--- src/hw/rsc_pkg.sv ---
// rsc_pkg: register map, field positions, codes and timing for the
// reset state manager.
// assumes a 32-bit apb bus and a slow-clock enable pulse from outside.
package rsc_pkg;
	// ==========================================================
	// register offsets
	localparam logic [7:0] RSC_OFF_COMMAND = 8'h00;
	localparam logic [7:0] RSC_OFF_STATUS = 8'h04;
	localparam logic [7:0] RSC_OFF_MODE = 8'h08;
	// ==========================================================
	// field positions
	localparam int RSC_CMD_CPU = 0;
	localparam int RSC_CMD_PERIPH = 2;
	localparam int RSC_CMD_PIN = 3;
	localparam int RSC_KEY_LSB = 24;
	localparam logic [7:0] RSC_KEY = 8'hA5;
	localparam int RSC_ST_USER = 0;
	localparam int RSC_ST_BROWN = 1;
	localparam int RSC_ST_CAUSE_LSB = 8;
	localparam int RSC_ST_PIN = 16;
	localparam int RSC_ST_BUSY = 17;
	localparam int RSC_MD_UREN = 0;
	localparam int RSC_MD_UIEN = 4;
	localparam int RSC_MD_LEN_LSB = 8;
	localparam int RSC_MD_BIEN = 16;
	localparam logic [31:0] RSC_MODE_RESET = 32'h0000_0000;
	// ==========================================================
	// cause codes
	localparam logic [2:0] RSC_CAUSE_POWER = 3'h0;
	localparam logic [2:0] RSC_CAUSE_WDOG = 3'h2;
	localparam logic [2:0] RSC_CAUSE_SW = 3'h3;
	localparam logic [2:0] RSC_CAUSE_USER = 3'h4;
	localparam logic [2:0] RSC_CAUSE_BROWN = 3'h5;
	// ==========================================================
	// timing, in slow-clock cycles
	localparam logic [1:0] RSC_HOLD_CYCLES = 2'd3;
	localparam logic [1:0] RSC_RESYNC_CYCLES = 2'd2;

	typedef enum logic [2:0] {
		RSC_IDLE, RSC_POWER, RSC_BROWN, RSC_WDOG, RSC_SW, RSC_USER,
		RSC_USER_EXIT
	} rsc_state_e;

	// reset lines toward the core, active low
	typedef struct packed {
		logic cpu_n;
		logic periph_n;
		logic pin_n;
	} rsc_resets_s;
endpackage

--- src/hw/rsc_reset_controller.sv ---
// rsc_reset_controller: software, watchdog and user reset arbitration with
// status and mode registers on apb.
// assumes pclk is the master clock and slow_clock_tick is a one-cycle pulse
// per slow-clock period, synchronous to pclk.
//
// Register access over APB is this design's own decision.
`timescale 1ns/1ps
`default_nettype none
module rsc_reset_controller
	import rsc_pkg::*;
#(
	parameter int LEN_BITS = 4
)
(
	// apb
	input wire logic pclk,
	input wire logic presetn,
	input wire logic psel,
	input wire logic penable,
	input wire logic pwrite,
	input wire logic [7:0] paddr,
	input wire logic [31:0] pwdata,
	output logic [31:0] prdata,
	output logic pready,
	output logic pslverr,
	// reset sources
	input wire logic slow_clock_tick,
	input wire logic power_fail,
	input wire logic brownout_detect,
	input wire logic brownout_reset_enable,
	input wire logic wdog_fault,
	input wire logic wdog_reset_enable,
	input wire logic wdog_cpu_only,
	// external reset pin
	input wire logic reset_pin_in,
	output logic reset_pin_out,
	output logic reset_pin_oe,
	// reset lines and interrupt
	output rsc_pkg::rsc_resets_s resets,
	output logic irq
);
	import rsc_pkg::*;

	// the length field has LEN_BITS bits, one to four, in the mode register
	generate
		if (LEN_BITS < 1 || LEN_BITS > 4)
		begin
			$error("LEN_BITS must be 1 to 4");
		end
	endgenerate

	localparam int PCNT_W = (1 << LEN_BITS) + 2;

	// ==========================================================
	// state
	rsc_state_e state_reg, state_next;
	logic [1:0] hold_reg, hold_next;
	logic [2:0] cause_reg, cause_next;
	logic [2:0] pend_cause_reg, pend_cause_next;
	logic cpu_reg, cpu_next;
	logic per_reg, per_next;
	logic busy_reg, busy_next;
	logic [PCNT_W-1:0] pcnt_reg, pcnt_next;
	logic pin_drive_reg, pin_drive_next;
	logic pin_s_reg, pin_s_next;
	logic pin_slow_reg, pin_slow_next;
	logic uflag_reg, uflag_next;
	logic bflag_reg, bflag_next;
	logic bod_d_reg, bod_d_next;
	logic [31:0] mode_reg, mode_next;
	logic [31:0] prdata_next;
	logic pready_next;
	logic irq_next;
	logic pin_drive_d_reg, pin_drive_d_next;
	rsc_resets_s resets_next;

	logic acc, wr, rd;
	logic cmd_ok, cmd_cpu, cmd_per, cmd_pin;
	logic status_read;
	logic wdog_evt, pin_start;
	logic [LEN_BITS-1:0] len;

	function automatic logic [PCNT_W-1:0] pulse_len(
		input logic [LEN_BITS-1:0] l
	);
		pulse_len = PCNT_W'(1) << ({1'b0, l} + 1'b1);
	endfunction

	assign acc = psel && penable && !pready;
	assign wr = acc && pwrite;
	assign rd = acc && !pwrite;
	assign len = mode_reg[RSC_MD_LEN_LSB +: LEN_BITS];
	// key check, busy lockout, watchdog blocks commands
	assign cmd_ok = wr && paddr == RSC_OFF_COMMAND && !busy_reg
		&& pwdata[RSC_KEY_LSB +: 8] == RSC_KEY
		&& state_reg != RSC_WDOG;
	assign cmd_cpu = cmd_ok && pwdata[RSC_CMD_CPU];
	assign cmd_per = cmd_ok && pwdata[RSC_CMD_PERIPH];
	assign cmd_pin = cmd_ok && pwdata[RSC_CMD_PIN];
	assign status_read = rd && paddr == RSC_OFF_STATUS;
	assign wdog_evt = wdog_fault && wdog_reset_enable;

	// ==========================================================
	// reset state manager
	always_comb
	begin
		state_next = state_reg;
		hold_next = hold_reg;
		cause_next = cause_reg;
		pend_cause_next = pend_cause_reg;
		cpu_next = cpu_reg;
		per_next = per_reg;
		busy_next = busy_reg;
		pin_start = 1'b0;
		pin_slow_next = slow_clock_tick ? pin_s_reg : pin_slow_reg;
		if (power_fail)
		begin
			state_next = RSC_POWER;
			pend_cause_next = RSC_CAUSE_POWER;
			cpu_next = 1'b1;
			per_next = 1'b1;
			busy_next = 1'b0;
			hold_next = RSC_HOLD_CYCLES;
		end
		else if (brownout_detect && brownout_reset_enable
			&& state_reg != RSC_POWER)
		begin
			if (state_reg != RSC_BROWN)
				pin_start = 1'b1;
			state_next = RSC_BROWN;
			pend_cause_next = RSC_CAUSE_BROWN;
			cpu_next = 1'b1;
			per_next = 1'b1;
			busy_next = 1'b0;
			hold_next = RSC_HOLD_CYCLES;
		end
		else if (wdog_evt && (state_reg == RSC_IDLE
			|| state_reg == RSC_SW))
		begin
			state_next = RSC_WDOG;
			pend_cause_next = RSC_CAUSE_WDOG;
			hold_next = RSC_HOLD_CYCLES;
			busy_next = 1'b0;
			cpu_next = 1'b1;
			per_next = !wdog_cpu_only;
			pin_start = !wdog_cpu_only;
		end
		else if (cmd_ok && (cmd_cpu || cmd_per || cmd_pin)
			&& state_reg == RSC_IDLE)
		begin
			state_next = RSC_SW;
			hold_next = RSC_HOLD_CYCLES;
			busy_next = 1'b1;
			cpu_next = cmd_cpu;
			per_next = cmd_per;
			pin_start = cmd_pin;
			pend_cause_next = cmd_cpu ? RSC_CAUSE_SW : cause_reg;
		end
		// the sampled pin trails the drive by a cycle, so wait one more
		else if (state_reg == RSC_IDLE && !pin_s_reg && !pin_drive_reg
			&& !pin_drive_d_reg
			&& mode_reg[RSC_MD_UREN])
		begin
			state_next = RSC_USER;
			pend_cause_next = RSC_CAUSE_USER;
			cpu_next = 1'b1;
			per_next = 1'b1;
		end
		else if (slow_clock_tick)
		begin
			case (state_reg)
				RSC_POWER, RSC_BROWN, RSC_WDOG, RSC_SW:
				begin
					if (hold_reg > 2'd1)
						hold_next = hold_reg - 2'd1;
					else
					begin
						// release on the slow clock
						state_next = RSC_IDLE;
						busy_next = 1'b0;
						if (cpu_reg)
							cause_next = pend_cause_reg;
						cpu_next = 1'b0;
						per_next = 1'b0;
					end
				end
				RSC_USER:
				begin
					if (pin_slow_reg)
					begin
						state_next = RSC_USER_EXIT;
						hold_next = RSC_HOLD_CYCLES;
					end
				end
				RSC_USER_EXIT:
				begin
					if (!pin_slow_reg)
						state_next = RSC_USER;
					else if (hold_reg > 2'd1)
						hold_next = hold_reg - 2'd1;
					else
					begin
						state_next = RSC_IDLE;
						cause_next = pend_cause_reg;
						cpu_next = 1'b0;
						per_next = 1'b0;
					end
				end
				default:
				begin
					state_next = state_reg;
				end
			endcase
		end
	end

	// ==========================================================
	// pin pulse shaper
	always_comb
	begin
		pcnt_next = pcnt_reg;
		pin_drive_next = pin_drive_reg;
		pin_drive_d_next = pin_drive_reg;
		if (pin_start)
		begin
			pcnt_next = pulse_len(len);
			pin_drive_next = 1'b1;
		end
		else if (slow_clock_tick && pin_drive_reg)
		begin
			if (pcnt_reg <= PCNT_W'(1))
				pin_drive_next = 1'b0;
			pcnt_next = pcnt_reg - PCNT_W'(1);
		end
	end

	// ==========================================================
	// status, mode and apb
	always_comb
	begin
		pin_s_next = reset_pin_in;
		bod_d_next = brownout_detect;
		uflag_next = uflag_reg;
		bflag_next = bflag_reg;
		mode_next = mode_reg;
		resets_next.cpu_n = !cpu_next;
		resets_next.periph_n = !per_next;
		resets_next.pin_n = !pin_drive_next;
		if (status_read)
		begin
			uflag_next = 1'b0;
			bflag_next = 1'b0;
		end
		// set wins over the read clear
		if (pin_s_reg && !reset_pin_in)
			uflag_next = 1'b1;
		if (brownout_detect && !bod_d_reg && !brownout_reset_enable)
			bflag_next = 1'b1;
		if (wr && paddr == RSC_OFF_MODE && pwdata[RSC_KEY_LSB +: 8] == RSC_KEY)
		begin
			mode_next = 32'h0;
			mode_next[RSC_MD_UREN] = pwdata[RSC_MD_UREN];
			mode_next[RSC_MD_UIEN] = pwdata[RSC_MD_UIEN];
			mode_next[RSC_MD_BIEN] = pwdata[RSC_MD_BIEN];
			mode_next[RSC_MD_LEN_LSB +: LEN_BITS] =
				pwdata[RSC_MD_LEN_LSB +: LEN_BITS];
		end
		pready_next = acc ? 1'b1 : 1'b0;
		prdata_next = 32'h0;
		if (rd)
		begin
			case (paddr)
				RSC_OFF_STATUS:
				begin
					prdata_next[RSC_ST_USER] = uflag_reg;
					prdata_next[RSC_ST_BROWN] = bflag_reg;
					// read leaves cause alone
					prdata_next[RSC_ST_CAUSE_LSB +: 3] = cause_reg;
					prdata_next[RSC_ST_PIN] = pin_s_reg;
					prdata_next[RSC_ST_BUSY] = busy_reg;
				end
				RSC_OFF_MODE:
				begin
					prdata_next = mode_reg;
				end
				default:
				begin
					prdata_next = 32'h0;
				end
			endcase
		end
		irq_next = (uflag_next && mode_next[RSC_MD_UIEN]
			&& !mode_next[RSC_MD_UREN])
			|| (bflag_next && mode_next[RSC_MD_BIEN]);
	end

	always_ff @(posedge pclk or negedge presetn)
	begin
		if (!presetn)
		begin
			state_reg <= RSC_IDLE;
			hold_reg <= 2'd0;
			cause_reg <= RSC_CAUSE_POWER;
			pend_cause_reg <= RSC_CAUSE_POWER;
			cpu_reg <= 1'b0;
			per_reg <= 1'b0;
			busy_reg <= 1'b0;
			pcnt_reg <= '0;
			pin_drive_reg <= 1'b0;
			pin_s_reg <= 1'b1;
			pin_slow_reg <= 1'b1;
			uflag_reg <= 1'b0;
			bflag_reg <= 1'b0;
			bod_d_reg <= 1'b0;
			mode_reg <= RSC_MODE_RESET;
			prdata <= 32'h0;
			pready <= 1'b0;
			irq <= 1'b0;
			pin_drive_d_reg <= 1'b0;
			resets <= '1;
		end
		else
		begin
			state_reg <= state_next;
			hold_reg <= hold_next;
			cause_reg <= cause_next;
			pend_cause_reg <= pend_cause_next;
			cpu_reg <= cpu_next;
			per_reg <= per_next;
			busy_reg <= busy_next;
			pcnt_reg <= pcnt_next;
			pin_drive_reg <= pin_drive_next;
			pin_s_reg <= pin_s_next;
			pin_slow_reg <= pin_slow_next;
			uflag_reg <= uflag_next;
			bflag_reg <= bflag_next;
			bod_d_reg <= bod_d_next;
			mode_reg <= mode_next;
			prdata <= prdata_next;
			pready <= pready_next;
			irq <= irq_next;
			pin_drive_d_reg <= pin_drive_d_next;
			resets <= resets_next;
		end
	end

	assign pslverr = 1'b0;
	assign reset_pin_out = 1'b0;
	assign reset_pin_oe = pin_drive_reg;
endmodule
`default_nettype wire

--- config.mk ---
export PLATFORM = sky130hd
export DESIGN_NAME = rsc_reset_controller
export DESIGN_NICKNAME = d
export VERILOG_FILES = /design/src/hw/rsc_pkg.sv /design/src/hw/rsc_reset_controller.sv
export SDC_FILE = /design/constraint.sdc
export NUM_CORES = 1
export LEC_CHECK = 0
export CAP_MARGIN = 5
export CORE_MARGIN = 1.5
export CORE_UTILIZATION = 50
export CTS_CLUSTER_SIZE = 40
export DETAILED_ROUTE_END_ITERATION = 10
export DONT_BUFFER_PORTS = 1
export PLACE_DENSITY = 0.65
export SLEW_MARGIN = 15
export SYNTH_ARGS = -nofsm -noshare
export SYNTH_HDL_FRONTEND = slang
export SYNTH_SLANG_ARGS = --single-unit
--- constraint.sdc ---
create_clock -name pclk -period 3.4 [get_ports pclk]
set_clock_uncertainty 0.05 [all_clocks]
set_input_delay 0.68 -clock pclk [delete_from_list [all_inputs] [get_ports pclk]]
set_output_delay 0.68 -clock pclk [all_outputs]
set_load 0.02 [all_outputs]
==> flow_metrics.tcl <==
set metrics [dict create \
    status "completed" \
    htreeDepth 3 \
    cp_common_cell "buf_4" \
    power_frac_comb_pct 26.3 \
    cp-startpoint "state_reg[1]" \
    hold_viol_final 0 \
    synth_fa_ha_area_share_pct 1.81 \
    critical-path-top-delay-family "simple AND/OR/NAND/NOR gates" \
    vias_per_cell 5.72 \
    cp.required_ns 3.60 \
    die_y_um 86.2 \
    path_max_fanout 20 \
    ctsResizeCount 0 \
    powerDensity_nw_per_um2 655 \
    clock-root-buffer "clkbuf_8" \
    antenna_cells 0 \
    antenna_left 0 \
    yosysWarningCount 0 \
    globalplace.congestion 0.846 \
    synthesis.instances 345 \
    yosys.area_share.simple_pct 22.0 \
    p_sw_w 0.000817 \
    async_flop_share_pct 100 \
    cts_made_buffers 9 \
    stdcell_count 436 \
    p_int_w 0.00161 \
    grt_usage_pct 21.2 \
    worstPathArrival_ns 2.69 \
    synth_compound_area_share_pct 11.0 \
    synth_edf_count 0 \
    clk_pin_slew_ns 0.07 \
    dp_hpwl_um 5010 \
    post_cts_buffers 0 \
    critPathSlowestCell "dfrtp_1" \
    synth_top_family_by_area "simple AND/OR/NAND/NOR gates" \
    yosysSeqAreaShare_pct 43.6 \
    setup_viol 0 \
    grt_pass1_vias 2418 \
    clockBufferDepth 2 \
    ys.flop_type "dfrtp_1" \
    power_w 0.00242 \
    path_buf_inv 2 \
    worst_setup_path_start_kind "register" \
    worstSetupEndpoint "pcnt_reg[16]" \
    areaGrowthSynthToFinish_pct 6.88 \
    reg2reg_depth 7 \
    swShare_pct 33.7 \
    finalWirelength_um 7230 \
    avgSynthCellArea_um2 10.0 \
    slew-limit-headroom_pct 46.5 \
    utilization_pct 54.7 \
    hp-class "primary input to asynchronous set/reset pin" \
    finalSetupTns_ns 0 \
    route.detailed.drc 0 \
    hold_buffers 1 \
    period_needed_ns 2.48 \
    post_drt_wl_per_cell_um 16.6 \
    setup.worst_path.end_class "register" \
    tritoncts "built" \
    fin_nets 409 \
    fillers 600 \
    final-seq-area_um2 1510 \
    synthDistinctLibCells 64 \
    multi_input_area_um2 1760 \
    drt_pass1_iterations 4 \
    dp.cells 419 \
    placement.io_buffers 0 \
    grt_start_max_net_pins 56 \
    die_area_um2 7420 \
    leakage_nw 1.61 \
    first_iter_violations 81 \
    drv_slew 0 \
    antenna_found_initial 0 \
    dieWidth_um 86.2 \
    largest_reg_flops 18 \
    clock-sinks 60 \
    row_count 30 \
    worstSkewPairLatency_ns 0.34 \
    crit_chain "or3_4 -> nand4bb_1 -> nor2_1 -> buf_4 -> a41o_1 -> buf_4 -> mux2i_1" \
    synthesis.area_um2 3460 \
    crit_path_max_incr_delay_ns 0.55 \
    pwr-share-clk_pct 29.3 \
    ir_worst_vdd_v 0.000349 \
    ys_ff_latch 60 \
    r2r-start "state_reg[1]" \
    tightest_slew_ns 0.796 \
    start_util_pct 51.2 \
    grt_pass1_wl_um 12100 \
    max_freq_mhz 403 \
    globalRoute.totalOverflow 0 \
    synth-xor-area-share_pct 4.56 \
    ios 93 \
    finalCritPeriodShare_pct 73.0 \
    vias 2492 \
    drive_gt1_share_pct 11.2 \
    critical_path_depth 7 \
    seqPwrFrac_pct 44.4 \
    cap_viol_max_count 0 \
    r2r_setup_slack_ns 0.92 \
    r2r-end "pcnt_reg[16]" \
    core_um2 6760 \
    path_class "register to register" \
    rsz0062_at_grt "no" \
    muxShareOfSynthArea_pct 8.87 \
]
[logic make-up after synthesis]
| group | count (synthesis) |
|---|---|
| AO/OA/AOI/OAI | 52 |
| XOR/XNOR | 18 |
| multiplexers | 29 |
| AND/OR/NAND/NOR | 133 |
| adder cells (fa/ha/maj) | 5 |
| buffers and inverters | 47 |
| flip-flops | 60 |
| other | 1 |
[final cells by class]
type | instances | share of cell area [%]
Inverter | 13 | 1.32
Multi-Input combinational cell | 262 | 47.7
Sequential cell | 60 | 40.8
Clock inverter | 4 | 1.96
Clock buffer | 12 | 3.93
Timing Repair Buffer | 5 | 1.56
Tap cell | 80 | 2.71
[synthesized netlist by cell type, drive strengths merged, types with 2 or more instances]
library cell   n  area, um^2
a211oi         3        35.0
a21oi          7        46.3
a22o           6        52.6
a31oi          3        18.8
and2           6        37.5
and3           2        12.5
and3b          2        17.5
and4bb         2        25.0
buf           28         205
clkbuf         6        22.5
dfrtp         55        1380
dfstp          5         131
ha             5        62.6
inv           13        48.8
mux2          10         116
mux2i         19         190
nand2         25        93.8
nand2b         4        25.0
nand3         12        60.1
nand3b         6        45.0
nand4          6        37.5
nor2          25        93.8
nor2b          7        43.8
nor3          13        65.1
nor4           7        65.1
nor4b          2        17.5
nor4bb         2        20.0
o211ai         2        15.0
o21a           2        15.0
o21ai         13        65.1
o22ai          2        12.5
o2bb2ai        2        17.5
or2            2        12.5
or3            2        17.5
or4            3        22.5
xnor2         11        96.3
xor2           7        61.3
[power by group through the flow]
stage          sequential [W]  combinational, W  clock (W)
6_report              0.00108          0.000637   0.000709
5_1_grt               0.00111          0.000725   0.000760
4_1_cts               0.00107          0.000640   0.000725
3_5_place_dp          0.00108          0.000619          0
3_3_place_gp          0.00108          0.000604          0
2_1_floorplan         0.00102          0.000568          0
[cell usage in the layout (no fill, tap or decap), types with 3 or more instances in the layout]
cell	count
a21oi_1	6
and2_1	6
or4_1	3
mux2_1	3
conb_1	25
nand3b_1	6
ha_1	5
nor4_1	5
dfrtp_1	55
nand2b_1	4
xnor2_1	11
mux2_2	6
o21ai_0	13
xor2_1	7
clkbuf_8	10
mux2i_1	19
nand3_1	12
nor2_1	25
nor2b_1	7
nand4_1	6
inv_1	13
nor3_1	13
dfstp_2	5
nand2_1	25
buf_4	4
a22o_1	6
a31oi_1	3
[how the worst min path moves through the flow]
stage / from / end / slack (ns) / depth (start not counted)
6_report: presetn / resets[0] / 0.13 / 0
5_1_grt: presetn / resets[0] / 0.11 / 0
4_1_cts: presetn / resets[0] / 0.11 / 0
3_5_place_dp: presetn / prdata[1] / 0.34 / 0
3_3_place_gp: presetn / pready / 0.34 / 0
2_1_floorplan: presetn / bflag_reg / 0.33 / 0
[metal layers]
metal	vias to the layer above	routed length, um	GRT usage (%)
li1	1191	-	-
met1	1222	3520	29.9
met2	72	3230	31.5
met3	7	379	4.62
met4	0	89	8.50
met5	-	0	0
[stage by stage]
step	instance area, um^2	hold WS, ns	setup WS [ns]
after floorplan	3550	0.334	1.05
after global placement	3450	0.336	0.982
after detailed placement	3450	0.337	0.946
after CTS	3690	0.113	0.912
after global routing	3690	0.108	0.757
final	3690	0.130	0.918
Note: power is estimated with default switching activity, not from simulation.
